===== config.mk =====
export PLATFORM = sky130hd
export DESIGN_NAME = transceiver_status_config_regs
export DESIGN_NICKNAME = d
export VERILOG_FILES = /design/src/verilog/xcvr_regs_pkg.sv /design/src/verilog/level_sync.sv /design/src/verilog/transceiver_status_config_regs.sv
export SDC_FILE = /design/constraint.sdc
export NUM_CORES = 1
export LEC_CHECK = 0
export BUFFER_PORTS_ARGS = -buffer_cell sky130_fd_sc_hd__buf_4
export CAP_MARGIN = 40
export CORE_MARGIN = 2
export CORE_UTILIZATION = 30
export CTS_BUF_LIST = sky130_fd_sc_hd__clkbuf_16
export DETAILED_ROUTE_END_ITERATION = 12
export PLACE_DENSITY_LB_ADDON = 0.05
export SYNTH_ARGS = -nofsm -noshare
export SYNTH_HDL_FRONTEND = slang
export SYNTH_SLANG_ARGS = --single-unit

===== constraint.sdc =====
create_clock -name clock_in -period 3.22 [get_ports clock_in]
set_input_delay 0.644 -clock clock_in [delete_from_list [all_inputs] [get_ports clock_in]]
set_output_delay 0.644 -clock clock_in [all_outputs]
set_load 0.1 [all_outputs]

===== src/verilog/xcvr_regs_pkg.sv =====
package xcvr_regs_pkg;

    // ==========================================================
    // Register map
    // ==========================================================
    localparam int ADDR_W = 6;
    localparam logic [5:0] ADDR_CHANGE = 6'h01;
    localparam logic [5:0] ADDR_STATUS = 6'h02;
    localparam logic [5:0] ADDR_CONFIG = 6'h03;
    localparam logic [7:0] CONFIG_RESET = 8'h40;
    localparam logic [7:0] READ_ZERO = 8'h00;

    // ==========================================================
    // Configuration field positions
    // ==========================================================
    localparam int BIT_REF_FREQ = 6;
    localparam int BIT_BANDWIDTH = 4;
    localparam int BIT_DEJITTER = 3;
    localparam int BIT_AUX_DIS = 2;
    localparam int BIT_AUTO_FLUSH = 1;
    localparam int BIT_MANUAL_FLUSH = 0;

    // ==========================================================
    // Flush timing in transmit parallel clock cycles
    // ==========================================================
    localparam int FLUSH_TICKS = 8;
    localparam int FLUSH_MAX_TICKS = 10;
    localparam int STATUS_W = 5;

    // Field order matches status bits 4 down to 0.
    typedef struct packed {
        logic oscillator_lock_flag;
        logic signal_loss_flag;
        logic recovery_lock_flag;
        logic multiplier_lock_flag;
        logic overflow_flag;
    } status_s;

    typedef struct packed {
        logic ref_freq_select;
        logic multiplier_bandwidth_select;
        logic dejitter_ref_select;
        logic aux_clock_disable;
        logic auto_flush_enable;
        logic manual_flush_bit;
    } config_s;

    typedef enum logic [1:0] {
        FLUSH_IDLE,
        FLUSH_HOLD,
        FLUSH_DRAIN
    } flush_state_e;

endpackage


===== src/verilog/level_sync.sv =====
`timescale 1ns/1ps

module level_sync #(
    parameter int WIDTH = 5
) (
    input wire logic clock_in,
    input wire logic rst_in,
    input wire logic [WIDTH-1:0] async_in,
    output logic [WIDTH-1:0] sync_out
);

    // ==========================================================
    // Two-stage synchroniser per bit
    // ==========================================================
    generate
        for (genvar i = 0; i < WIDTH; i++)
        begin : g_bit
            logic stage1_r;
            logic stage2_r;
            always_ff @(posedge clock_in or posedge rst_in)
            begin
                if (rst_in)
                begin
                    stage1_r <= 1'b0;
                    stage2_r <= 1'b0;
                end
                else
                begin
                    stage1_r <= async_in[i];
                    stage2_r <= stage1_r;
                end
            end
            assign sync_out[i] = stage2_r;
        end
    endgenerate

endmodule


===== src/verilog/transceiver_status_config_regs.sv =====
// Function
// - Bit 4 shows oscillator lock state.
// - Bit 3 shows present signal loss.
// - Bit 2 shows recovery loop lock.
// - Bit 1 shows multiplier loop lock.
// - Bit 0 shows transmit FIFO overflow.
// - Status read-only, zero after reset.
// - Config bit 6 selects reference frequency.
// - Config bit 4 selects multiplier bandwidth.
// - Config bit 3 selects reference source.
// - Config bit 2 disables auxiliary clock.
// - Config bit 1 enables automatic overflow flush.
// - Flush completes 8-10 cycles after release.
// - Config bit 0 holds FIFO in reset.
// - Oscillator lock detect only when enabled.
// - Status changes latch, cleared on read.
`timescale 1ns/1ps

module transceiver_status_config_regs #(
    parameter int FLUSH_TICKS = xcvr_regs_pkg::FLUSH_TICKS
) (
    input wire logic clock_in,
    input wire logic rst_in,
    input wire logic [5:0] addr_in,
    input wire logic wr_en_in,
    input wire logic [7:0] wr_data_in,
    input wire logic rd_en_in,
    input wire xcvr_regs_pkg::status_s live_status_in,
    input wire logic oscillator_lock_detect_enable_in,
    input wire logic tx_pclk_tick_in,
    output logic [7:0] rd_data_out,
    output xcvr_regs_pkg::config_s config_out,
    output logic fifo_reset_out,
    output logic [4:0] change_out
);

    // ==========================================================
    // Parameter check
    // ==========================================================
    // A drain longer than the flush window would hold the FIFO in reset too long.
    if (FLUSH_TICKS < 1 || FLUSH_TICKS > xcvr_regs_pkg::FLUSH_MAX_TICKS)
    begin : g_bad_ticks
        $error("FLUSH_TICKS out of range");
    end

    // ==========================================================
    // Configuration field decode
    // ==========================================================
    // One decode serves reset and run, so the output never disagrees with the register.
    function automatic xcvr_regs_pkg::config_s cfg_fields(input logic [7:0] value);
        cfg_fields = '{
            ref_freq_select: value[xcvr_regs_pkg::BIT_REF_FREQ],
            multiplier_bandwidth_select: value[xcvr_regs_pkg::BIT_BANDWIDTH],
            dejitter_ref_select: value[xcvr_regs_pkg::BIT_DEJITTER],
            aux_clock_disable: value[xcvr_regs_pkg::BIT_AUX_DIS],
            auto_flush_enable: value[xcvr_regs_pkg::BIT_AUTO_FLUSH],
            manual_flush_bit: value[xcvr_regs_pkg::BIT_MANUAL_FLUSH]
        };
    endfunction

    // ==========================================================
    // Status synchronisation
    // ==========================================================
    logic [4:0] live_sync;
    xcvr_regs_pkg::status_s status_sync;

    // Two flops cost two cycles of latency but keep a metastable loop level off the read path.
    level_sync #(
        .WIDTH(xcvr_regs_pkg::STATUS_W)
    ) u_sync (
        .clock_in(clock_in),
        .rst_in(rst_in),
        .async_in(live_status_in),
        .sync_out(live_sync)
    );

    always_comb
    begin
        status_sync = live_sync;
        // Without the detector the lock input is meaningless, so it reads low.
        status_sync.oscillator_lock_flag = status_sync.oscillator_lock_flag
                                           & oscillator_lock_detect_enable_in;
    end

    // ==========================================================
    // Register file
    // ==========================================================
    logic [7:0] config_r;
    logic [7:0] config_nxt;
    logic [4:0] prev_r;
    logic [4:0] prev_nxt;
    logic [4:0] change_r;
    logic [4:0] change_nxt;
    logic [7:0] rd_data_nxt;
    logic [4:0] edges;
    xcvr_regs_pkg::config_s config_out_nxt;

    always_comb
    begin
        config_nxt = config_r;
        if (wr_en_in && addr_in == xcvr_regs_pkg::ADDR_CONFIG)
        begin
            config_nxt = wr_data_in;
        end
        config_out_nxt = cfg_fields(config_nxt);
        prev_nxt = status_sync;
        edges = status_sync ^ prev_r;
        change_nxt = change_r;
        if (rd_en_in && addr_in == xcvr_regs_pkg::ADDR_CHANGE)
        begin
            change_nxt = 5'h00;
        end
        // A change seen in the clearing cycle survives the clear.
        change_nxt = change_nxt | edges;
        rd_data_nxt = xcvr_regs_pkg::READ_ZERO;
        if (rd_en_in)
        begin
            unique case (addr_in)
                xcvr_regs_pkg::ADDR_CHANGE: rd_data_nxt = {3'h0, change_r};
                xcvr_regs_pkg::ADDR_STATUS: rd_data_nxt = {3'h0, status_sync};
                xcvr_regs_pkg::ADDR_CONFIG: rd_data_nxt = config_r;
                default: rd_data_nxt = xcvr_regs_pkg::READ_ZERO;
            endcase
        end
    end

    always_ff @(posedge clock_in or posedge rst_in)
    begin
        if (rst_in)
        begin
            config_r <= xcvr_regs_pkg::CONFIG_RESET;
            prev_r <= 5'h00;
            change_r <= 5'h00;
            rd_data_out <= 8'h00;
        end
        else
        begin
            config_r <= config_nxt;
            prev_r <= prev_nxt;
            change_r <= change_nxt;
            rd_data_out <= rd_data_nxt;
        end
    end

    // ==========================================================
    // Transmit FIFO flush control
    // ==========================================================
    xcvr_regs_pkg::flush_state_e state_r;
    xcvr_regs_pkg::flush_state_e state_nxt;
    logic [3:0] ticks_r;
    logic [3:0] ticks_nxt;
    logic fifo_reset_nxt;
    logic overflow_rise;

    assign overflow_rise = edges[0] & status_sync.overflow_flag;

    always_comb
    begin
        state_nxt = state_r;
        ticks_nxt = ticks_r;
        // Manual hold has priority; a release then drains before normal use.
        if (config_nxt[xcvr_regs_pkg::BIT_MANUAL_FLUSH])
        begin
            state_nxt = xcvr_regs_pkg::FLUSH_HOLD;
            ticks_nxt = 4'h0;
        end
        else
        begin
            unique case (state_r)
                xcvr_regs_pkg::FLUSH_IDLE:
                begin
                    if (overflow_rise && config_r[xcvr_regs_pkg::BIT_AUTO_FLUSH])
                    begin
                        state_nxt = xcvr_regs_pkg::FLUSH_DRAIN;
                        ticks_nxt = 4'h0;
                    end
                end
                xcvr_regs_pkg::FLUSH_HOLD:
                begin
                    state_nxt = xcvr_regs_pkg::FLUSH_DRAIN;
                    ticks_nxt = 4'h0;
                end
                xcvr_regs_pkg::FLUSH_DRAIN:
                begin
                    if (tx_pclk_tick_in)
                    begin
                        ticks_nxt = ticks_r + 4'h1;
                        if (ticks_nxt == 4'(FLUSH_TICKS))
                        begin
                            state_nxt = xcvr_regs_pkg::FLUSH_IDLE;
                        end
                    end
                end
                // The unused fourth code falls back to idle rather than locking up.
                default: state_nxt = xcvr_regs_pkg::FLUSH_IDLE;
            endcase
        end
        fifo_reset_nxt = (state_nxt != xcvr_regs_pkg::FLUSH_IDLE);
    end

    always_ff @(posedge clock_in or posedge rst_in)
    begin
        if (rst_in)
        begin
            state_r <= xcvr_regs_pkg::FLUSH_IDLE;
            ticks_r <= 4'h0;
            fifo_reset_out <= 1'b0;
            config_out <= cfg_fields(xcvr_regs_pkg::CONFIG_RESET);
            change_out <= 5'h00;
        end
        else
        begin
            state_r <= state_nxt;
            ticks_r <= ticks_nxt;
            fifo_reset_out <= fifo_reset_nxt;
            config_out <= config_out_nxt;
            change_out <= change_nxt;
        end
    end

endmodule


==> parameters.txt, run 1 <==
Parameter                              Value

Power
  Sequential share of power    44.1%
  Leakage power total    about 0.0010 µW
  Peak ir drop on the vdd network    ~0.26 mV
  Power density relative to cell area    647 nW/µm²
  Part of the total power dissipated in the clock network    between 30% and 40%
  Switching share of total power    about a third
  Net Sw Power    between 400 and 500 µW
  Logic pwr share    between 20% and 30%
  Cell Int Power    approximately 990 µW

Run
  Max-cap violation count    0

Cells and area
  Share of final-layout standard cells stronger than drive strength 1    approximately two fifths
  Number of nets in the layout    roughly 200
  Syn-to-layout area delta    31.7%
  Area of all placed cells without fillers    roughly 2200 µm²
  Antenna fix cells    0

Synth
  Cells after synthesis    132
  Number of synthesized flops with an enable pin    0
  Netlist Area Pre-Place    approximately 1700 µm²
  Post-Synthesis Net Count    approximately 160
  Number of library cell types mapped by synthesis    29
  Synth top area cells    dfrtp_1 (62%), mux2_2 (8.6%), nand2_1 (3.1%)
  Area share of the leading cell type in the synthesized netlist    about three fifths
  Average cell area after synthesis    about 13 µm²
  Library cell with the highest instance count after synthesis    dfrtp_1
  Post-synth top flop    dfrtp_1
  Area leader, netlist    dfrtp_1
  Count of synthesis-stage warnings from yosys    0
  Proportion of register bits with asynchronous set or reset after synthesis    100%
  Register area share after synthesis    63.4%
  Post-synthesis sequential element count    43
  Top cells by count, synth    dfrtp_1 (42), nand2_1 (14), mux2_2 (13)

CTS
  Post-CTS setup buffer count    0
  Maximum level of the CTS H-tree    2
  Clock sink count    43
  Max Root-Sink Buffers    2
  Hold_buf cts    0
  Number of gates given a new drive strength after cts    0
  CTS clock-pin slew for the worst setup and hold paths    approximately 0.060 ns
  Clock buffer count from CTS    5
  Root buffer cell    clkbuf_16
  Source-to-sink clock delay at the later pin of the worst-skew pair    ~0.28 ns
  TritonCTS clock tree    yes

Placement
  Number of port buffers    44
  Cell area after placement    between 2000 and 2500 µm²
  Final weighted congestion of routability-driven global placement    about 0.7
  Final HPWL DP    around 2600 µm

GRT
  Number of global-route vias before repair    roughly 1,200
  Grt ovf    0
  First-pass GRT wire length    5910 µm
  All-Layer GR Usage    around 13%
  Number of antenna violations at the first check in global routing    0
  Largest net degree at the start of global routing    20

Critical path
  Maximum fanout along the worst path    9
  Slowest library cell on the worst path    and4_1
  Type of the setup path with the least slack    input pin to register
  CP Launch Type    input pin
  Ordered list of cells on the worst path    buf_4 > nor4_4 > and4_1 > mux2_4 > nand3b_1
  Kind of cell with the highest combined delay on the critical path    simple AND/OR/NAND/NOR gates
  Critical Path End Type    register
  Register-to-register path setup slack    1.89 ns
  Crit path buffers/inverters    1
  Worst Path Arrival    between 2 and 2.5 ns
  Delay of the slowest cell on the worst path    approximately 0.53 ns
  WP data required    3.38 ns

Timing
  Total of endpoints with negative setup slack in the final report    0
  Slew Viols, Final    0
  Slew at the pin closest to its max-slew limit    0.469 ns
  Clock period minus worst slack    around 2 ns
  Unrepaired setup endpoints after global routing    false
  Final worst-path cycle share    61.6%
  Setup TNS Final    0 ns
  Hold Fails Final Rpt    0
  Setup Skew    0.00420 ns
  Highest clock rate    0.504 GHz
  Relative max-transition margin    68.7%

Drt
  Detail-routed net length per standard cell    between 10 and 15 µm
  DRT antenna net count    0
  Via count of the routed design    ~1,100
  Number of remaining DRC errors    0
  Total Routed Length    roughly 3500 µm
  Number of search-and-repair iterations in the first detailed-routing pass    6
  Vias per Instance    ~4.5
  DRT iter0 DRCs    47

Outcome
  Outcome    finished clean

Die
  Die Area    between 6000 and 7000 µm²
  I/O Pins    45
  Num rows    27
  Initial cell density of the core    31.0%
  DIE WIDTH    a little under 80 µm
  Floorplan Core Area    ~5500 µm²
  Die height    just under 80 µm

Worst hold path
  Path category of the worst min-delay check    input pin to async pin
==> worst paths after layout <==
check / depth (start not counted) / start / end
max reg2reg: 4 / state_r[0] / ticks_r[2]
max in group asynchronous: 4 / rst_in / ticks_r[1]
max: 5 / addr_in[3] / fifo_reset_out
min: 2 / rst_in / u_sync.g_bit[4].stage1_r
min reg2reg: 0 / u_sync.g_bit[4].stage1_r / u_sync.g_bit[4].stage2_r
min in group clock_in: 0 / u_sync.g_bit[4].stage1_r / u_sync.g_bit[4].stage2_r
==> state kept, by name, indices dropped and copies added (netlist names) <==
register and cells:
change_out 5, config_r 8, fifo_reset_out 1, prev_r 5, rd_data_out 8, state_r 2, ticks_r 4, u_sync.g_bit.stage1_r 5
u_sync.g_bit.stage2_r 5
==> per-stage QoR <==
step | std cells | utilization [%] | total power [µW] | worst slack, ns | hold slack, ns
4_1_cts | 249 | 40.9 | 1480 | 1.21 | 0.278
6_report | 249 | 40.9 | 1450 | 1.24 | 0.279
5_1_grt | 249 | 40.9 | 1530 | 1.15 | 0.290
3_3_place_gp | 240 | 37.7 | 955 | 0.954 | 0.333
3_5_place_dp | 241 | 38.2 | 969 | 0.921 | 0.342
2_1_floorplan | 132 | - | 888 | 1.34 | 0.331
==> placed cells by master, fill, tap and decap left out, types with 2 or more instances in the layout <==
cell        count
clkbuf_16       5
clkinvlp_4      2
a21oi_1         6
a22oi_1         5
nand3_1         6
and2_1          4
xnor2_1         5
dfrtp_1        42
nor2b_1         2
or2_2           2
buf_4          45
nor2_1          7
inv_1           2
mux2_2         13
ha_1            2
nand2_1        14
==> final cells by class <==
cell class | count | area, µm²
clock buffer | 5 | 125
inverter | 3 | 11.3
sequential | 43 | 1080
multi-input combinational | 77 | 546
clock inverter | 3 | 23.8
timing repair buffer | 46 | 365
tap | 72 | 90.1
fill | 541 | 3230
==> power by group through the flow <==
stage	logic, µW	registers [µW]	clock network (µW)
detailed placement	318	650	0
finish	314	639	495
global placement	308	647	0
global route	336	648	547
CTS	319	640	518
floorplan	197	691	0
==> metal layers <==
| layer | vias to the layer above | GRT usage (%) | part of all wire, % |
|---|---|---|---|
| met5 | - | 0 | 0 |
| met4 | 0 | 4.14 | 1.1 |
| met3 | 4 | 5.23 | 6.6 |
| met2 | 37 | 19.7 | 48 |
| met1 | 559 | 16.7 | 44 |
| li1 | 528 | - | - |
==> kinds of logic (layout without fill, tap and decap cells) <==
kind of cell    count (synthesis)  in the layout  share of synthesized area [%]
buf+inv                        12             57                           4.49
compound gates                 14             14                           5.23
mux                            14             14                           9.50
flops                          43             43                           63.4
xor+xnor                        5              5                           2.58
fa+ha+maj                       2              2                           1.47
simple gates                   42             42                           13.3
Power figures use the tool's default switching activity.
==> run 2: changes to the inputs <==
==> constraint.sdc (replaced) <==
create_clock -name clock_in -period 1.7 [get_ports clock_in]
set_input_delay 0.34 -clock clock_in [delete_from_list [all_inputs] [get_ports clock_in]]
set_output_delay 0.34 -clock clock_in [all_outputs]
set_load 0.1 [all_outputs]
==> run 2 against run 1 <==
  * Total power is 86% higher
  * Clock skew is 0.0011 ns higher
  * Count of clock-buffer cells in the layout stayed put
  * Non-clock buffer count is 3 higher
  * Sequential power is 89% higher
  * Die area stayed put
  * Cell count is 1.2% higher
  * Cell area is 0.28% higher
  * Highest routed layer unchanged
==> parameters.txt, run 2 (same netlist as run 1, synthesis figures left out) <==
Parameter                              Value

GRT
  Grt ovf    0
  Largest net degree at the start of global routing    between 40 and 50
  All-Layer GR Usage    ~13%
  First-pass GRT wire length    6040 µm
  Number of antenna violations at the first check in global routing    0
  Number of global-route vias before repair    ~1,200

Timing
  Setup TNS Final    0 ns
  Unrepaired setup endpoints after global routing    false
  Total of endpoints with negative setup slack in the final report    0
  Clock period minus worst slack    approximately 1.4 ns
  Hold slack final    around 0.094 ns
  Slew at the pin closest to its max-slew limit    0.543 ns
  Final worst-path cycle share    approximately 85%
  Relative max-transition margin    63.7%
  Slew Viols, Final    0
  Highest clock rate    roughly 0.69 GHz
  Hold Fails Final Rpt    0
  Setup Skew    ~0.0053 ns

Critical path
  Worst Path Arrival    1.10 ns
  Maximum fanout along the worst path    3
  Register-to-register path setup slack    between 0.3 and 0.4 ns
  Type of the setup path with the least slack    register to primary output
  WP data required    1.36 ns
  Kind of cell with the highest combined delay on the critical path    flip-flops
  Ordered list of cells on the worst path    buf_4
  Worst reg2reg path startpoint    state_r[0]
  Crit path buffers/inverters    1
  Capture point of the worst reg-to-reg path    ticks_r[2]
  Number of cells traversed by the worst register-to-register path    4
  Slowest library cell on the worst path    dfstp_2
  Critical Path End Type    primary output
  CP Launch Type    register
  Delay of the slowest cell on the worst path    roughly 0.54 ns

Power
  Leakage power total    approximately 0.0010 µW
  Power density relative to cell area    approximately 1200 nW/µm²
  Cell Int Power    about 1900 µW
  Part of the total power dissipated in the clock network    33.0%
  Logic pwr share    a little over a fifth
  Net Sw Power    roughly 840 µW
  Peak ir drop on the vdd network    0.426 mV
  Switching share of total power    31.0%
  Sequential share of power    between 40% and 50%

Drt
  Via count of the routed design    between 1,000 and 1,500
  Number of search-and-repair iterations in the first detailed-routing pass    4
  Number of remaining DRC errors    0
  Total Routed Length    about 3600 µm
  DRT iter0 DRCs    57
  Vias per Instance    4.52
  DRT antenna net count    0
  Detail-routed net length per standard cell    14.2 µm

CTS
  Maximum level of the CTS H-tree    2
  TritonCTS clock tree    yes
  Hold_buf cts    0
  Post-CTS setup buffer count    0
  Number of gates given a new drive strength after cts    0
  CTS clock-pin slew for the worst setup and hold paths    approximately 0.060 ns
  Source-to-sink clock delay at the later pin of the worst-skew pair    around 0.28 ns
  Clock sink count    43
  Max Root-Sink Buffers    2
  Clock buffer count from CTS    5
  Root buffer cell    clkbuf_16

Die
  Die Area    approximately 6300 µm²
  Initial cell density of the core    a little under a third
  I/O Pins    45
  Num rows    27
  Die height    between 70 and 80 µm
  Floorplan Core Area    ~5500 µm²
  DIE WIDTH    about 79 µm

Cells and area
  Syn-to-layout area delta    32.1%
  Biggest regs    config_r: 8 flops, rd_data_out: 8 flops
  Antenna fix cells    0
  Share of final-layout standard cells stronger than drive strength 1    between 40 and 50%
  Commonest cells after routing, fill and taps aside    buf_4 (48), dfrtp_1 (42), nand2_1 (14)
  Leading cell type in the layout, fill and taps excluded    buf_4
  Number of nets in the layout    just over 200
  Final cell utilization of the core    41.0%

Placement
  Number of port buffers    44
  Final weighted congestion of routability-driven global placement    between 0.6 and 0.7
  Final HPWL DP    roughly 2600 µm

Worst hold path
  Path category of the worst min-delay check    input pin to async pin

Run
  Max-cap violation count    0

Outcome
  Outcome    finished clean
[run 2: power groups by stage]
stage          registers (µW)  logic, µW  clock network [µW]
6_report                 1210        592                 889
5_1_grt                  1230        636                 994
4_1_cts                  1210        599                 934
3_5_place_dp             1230        597                   0
3_3_place_gp             1220        592                   0
2_1_floorplan            1310        373                   0
[run 2: worst max-delay path by stage]
stage	startpoint	endpoint	slack, ns	cells after the start
CTS	config_r[6]	config_out[5]	0.24	1
detailed placement	addr_in[3]	config_r[2]	0.01	5
finish	config_r[6]	config_out[5]	0.26	1
global route	config_r[6]	config_out[5]	0.22	1
global placement	addr_in[3]	fifo_reset_out	0.01	5
floorplan	addr_in[3]	fifo_reset_out	0.12	5
[run 2: layout make-up]
| class | instances | area [µm²] |
|---|---|---|
| well taps | 72 | 90.1 |
| clock inverters | 3 | 15.0 |
| repair buffers | 49 | 380 |
| flip-flops and latches | 43 | 1080 |
| fillers | 546 | 3230 |
| multi-input cells | 77 | 546 |
| inverters | 3 | 11.3 |
| clock buffers | 5 | 125 |
[run 2: routing by layer]
| metal | up-vias | track usage, % | share of wire, % |
|---|---|---|---|
| li1 | 535 | - | - |
| met1 | 557 | 17.4 | 46 |
| met2 | 46 | 18.6 | 45 |
| met3 | 2 | 5.80 | 8.4 |
| met4 | 0 | 4.14 | 0.70 |
| met5 | - | 0 | 0 |
[run 2: through the flow]
step | instances | setup WS [ns] | instance area, µm² | power, µW
6_report | 252 | 0.260 | 2240 | 2690
5_1_grt | 252 | 0.216 | 2240 | 2860
4_1_cts | 252 | 0.241 | 2240 | 2750
3_5_place_dp | 244 | 0.0107 | 2100 | 1830
3_3_place_gp | 244 | 0.0132 | 2100 | 1820
2_1_floorplan | 132 | 0.120 | 1700 | 1680
==> run 3: changes to the inputs <==
==> constraint.sdc (replaced) <==
create_clock -name clock_in -period 1.45 [get_ports clock_in]
set_input_delay 0.29 -clock clock_in [delete_from_list [all_inputs] [get_ports clock_in]]
set_output_delay 0.29 -clock clock_in [all_outputs]
set_load 0.1 [all_outputs]
==> run 3 against run 2 <==
  * First-iteration DRC count increased by 5.3%
  * Die area did not move
  * Critical path depth did not move
  * Via count grew 0.35%
  * Wire length down 0.11%
  * Critical endpoint unchanged
==> parameters.txt, run 3 (same netlist as run 1, synthesis figures left out) <==
Parameter                              Value

Drt
  Number of remaining DRC errors    0
  Detail-routed net length per standard cell    approximately 14 µm
  Via count of the routed design    ~1,100
  Vias per Instance    approximately 4.5
  DRT antenna net count    0
  Total Routed Length    approximately 3600 µm
  Number of search-and-repair iterations in the first detailed-routing pass    4
  DRT iter0 DRCs    60

Critical path
  Kind of cell with the highest combined delay on the critical path    flip-flops
  Critical path depth    1
  Type of the setup path with the least slack    register to primary output
  Number of cells traversed by the worst register-to-register path    5
  Critical Path End Type    primary output
  Maximum fanout along the worst path    3
  Ordered list of cells on the worst path    buf_4
  Crit path buffers/inverters    1
  Delay of the slowest cell on the worst path    roughly 0.54 ns
  WP data required    1.16 ns
  CP Launch Type    register
  Worst Path Arrival    ~1.1 ns
  Slowest library cell on the worst path    dfstp_2

GRT
  Layer carrying the most global-route usage    met2
  First-pass GRT wire length    roughly 5900 µm
  Largest net degree at the start of global routing    44
  Number of global-route vias before repair    between 1,000 and 1,500
  Grt ovf    0
  Met2 Track Usage GR    18.3%
  Number of antenna violations at the first check in global routing    0
  Met3 layer usage reported by global route    under 10%
  Global-route met1 utilization    between 10% and 20%
  All-Layer GR Usage    between 10 and 15%

Die
  Floorplan Core Area    5470 µm²
  Die height    79.3 µm
  I/O Pins    45
  Die Area    6280 µm²
  Num rows    27
  Initial cell density of the core    between 30% and 40%
  DIE WIDTH    about 79 µm

CTS
  TritonCTS clock tree    yes
  Clock buffer count from CTS    5
  Clock sink count    43
  Hold_buf cts    0
  CTS clock-pin slew for the worst setup and hold paths    about 0.060 ns
  Maximum level of the CTS H-tree    2
  Root buffer cell    clkbuf_16
  Max Root-Sink Buffers    2
  Number of gates given a new drive strength after cts    0
  Source-to-sink clock delay at the later pin of the worst-skew pair    0.28 ns
  Post-CTS setup buffer count    0

Outcome
  Outcome    finished clean

Timing
  Unrepaired setup endpoints after global routing    false
  Setup Skew    ~0.0028 ns
  Highest clock rate    0.716 GHz
  Hold slack final    0.0397 ns
  Clock period minus worst slack    1.40 ns
  Total of endpoints with negative setup slack in the final report    0
  Slew at the pin closest to its max-slew limit    roughly 0.28 ns
  Relative max-transition margin    approximately four fifths
  Slew Viols, Final    0
  Final worst-path setup slack    0.0536 ns
  Hold Fails Final Rpt    0
  Final worst-path cycle share    a little over nine tenths

Power
  Peak ir drop on the vdd network    around 0.85 mV
  Part of the total power dissipated in the clock network    between 30% and 40%
  Leakage power total    between 0.001 and 0.0015 µW
  Sequential share of power    between 40% and 50%
  Power density relative to cell area    1460 nW/µm²
  Cell Int Power    roughly 2400 µW
  Logic pwr share    20.7%
  Switching share of total power    30.2%
  Net Sw Power    approximately 1000 µW

Run
  Max-cap violation count    0

Placement
  Post-placement worst setup slack    -0.204 ns
  Cell area after placement    between 2000 and 2500 µm²
  Number of port buffers    44
  Final HPWL DP    2610 µm
  Final weighted congestion of routability-driven global placement    about 0.75

Cells and area
  Antenna fix cells    0
  Biggest regs    config_r: 8 flops, rd_data_out: 8 flops
  Leading cell type in the layout, fill and taps excluded    buf_4
  Number of nets in the layout    ~210
  Syn-to-layout area delta    36.3%
  Commonest cells after routing, fill and taps aside    buf_4 (53), dfrtp_1 (41), nand2_1 (14)
  Area of all placed cells without fillers    between 2000 and 2500 µm²
  Share of final-layout standard cells stronger than drive strength 1    between 40 and 50%

Worst hold path
  Path category of the worst min-delay check    input pin to async pin
-- run 3: layout make-up --
class	count	area [µm²]
Clock inverter	3	38.8
Clock buffer	5	125
Timing Repair Buffer	54	418
Inverter	3	11.3
Fill cell	541	3160
Sequential cell	43	1080
Multi-Input combinational cell	77	554
Tap cell	72	90.1
-- run 3: worst paths after layout --
path / from / end / slack, ns
min reg2reg: u_sync.g_bit[2].stage1_r / u_sync.g_bit[2].stage2_r / 0.35
min in group clock_in: live_status_in[1] / u_sync.g_bit[1].stage1_r / 0.11
max in group asynchronous: rst_in / config_r[6] / 1.15
max: config_r[6] / config_out[5] / 0.05
min: rst_in / u_sync.g_bit[2].stage1_r / 0.04
max reg2reg: u_sync.g_bit[0].stage2_r / ticks_r[1] / 0.18
-- run 3: power by group through the flow --
stage	logic, µW	clock network, µW	registers, µW
floorplan	438	0	1530
global placement	698	0	1440
detailed placement	702	0	1440
CTS	704	1290	1420
global route	763	1350	1450
finish	702	1260	1430
-- run 3: layer usage --
metal	vias to the layer above	share of wire, %
met4	0	1.9
met1	556	48
met3	6	5.9
li1	549	-
met2	33	44
met5	-	0
-- run 3: through the flow --
stage	instances	util, %	TNS, ns	total power [µW]
global route	257	42.3	0	3560
global placement	249	39.2	-1.89	2140
detailed placement	249	39.2	-2.20	2150
floorplan	132	-	-0.0728	1970
CTS	257	42.2	0	3420
finish	257	42.3	0	3390
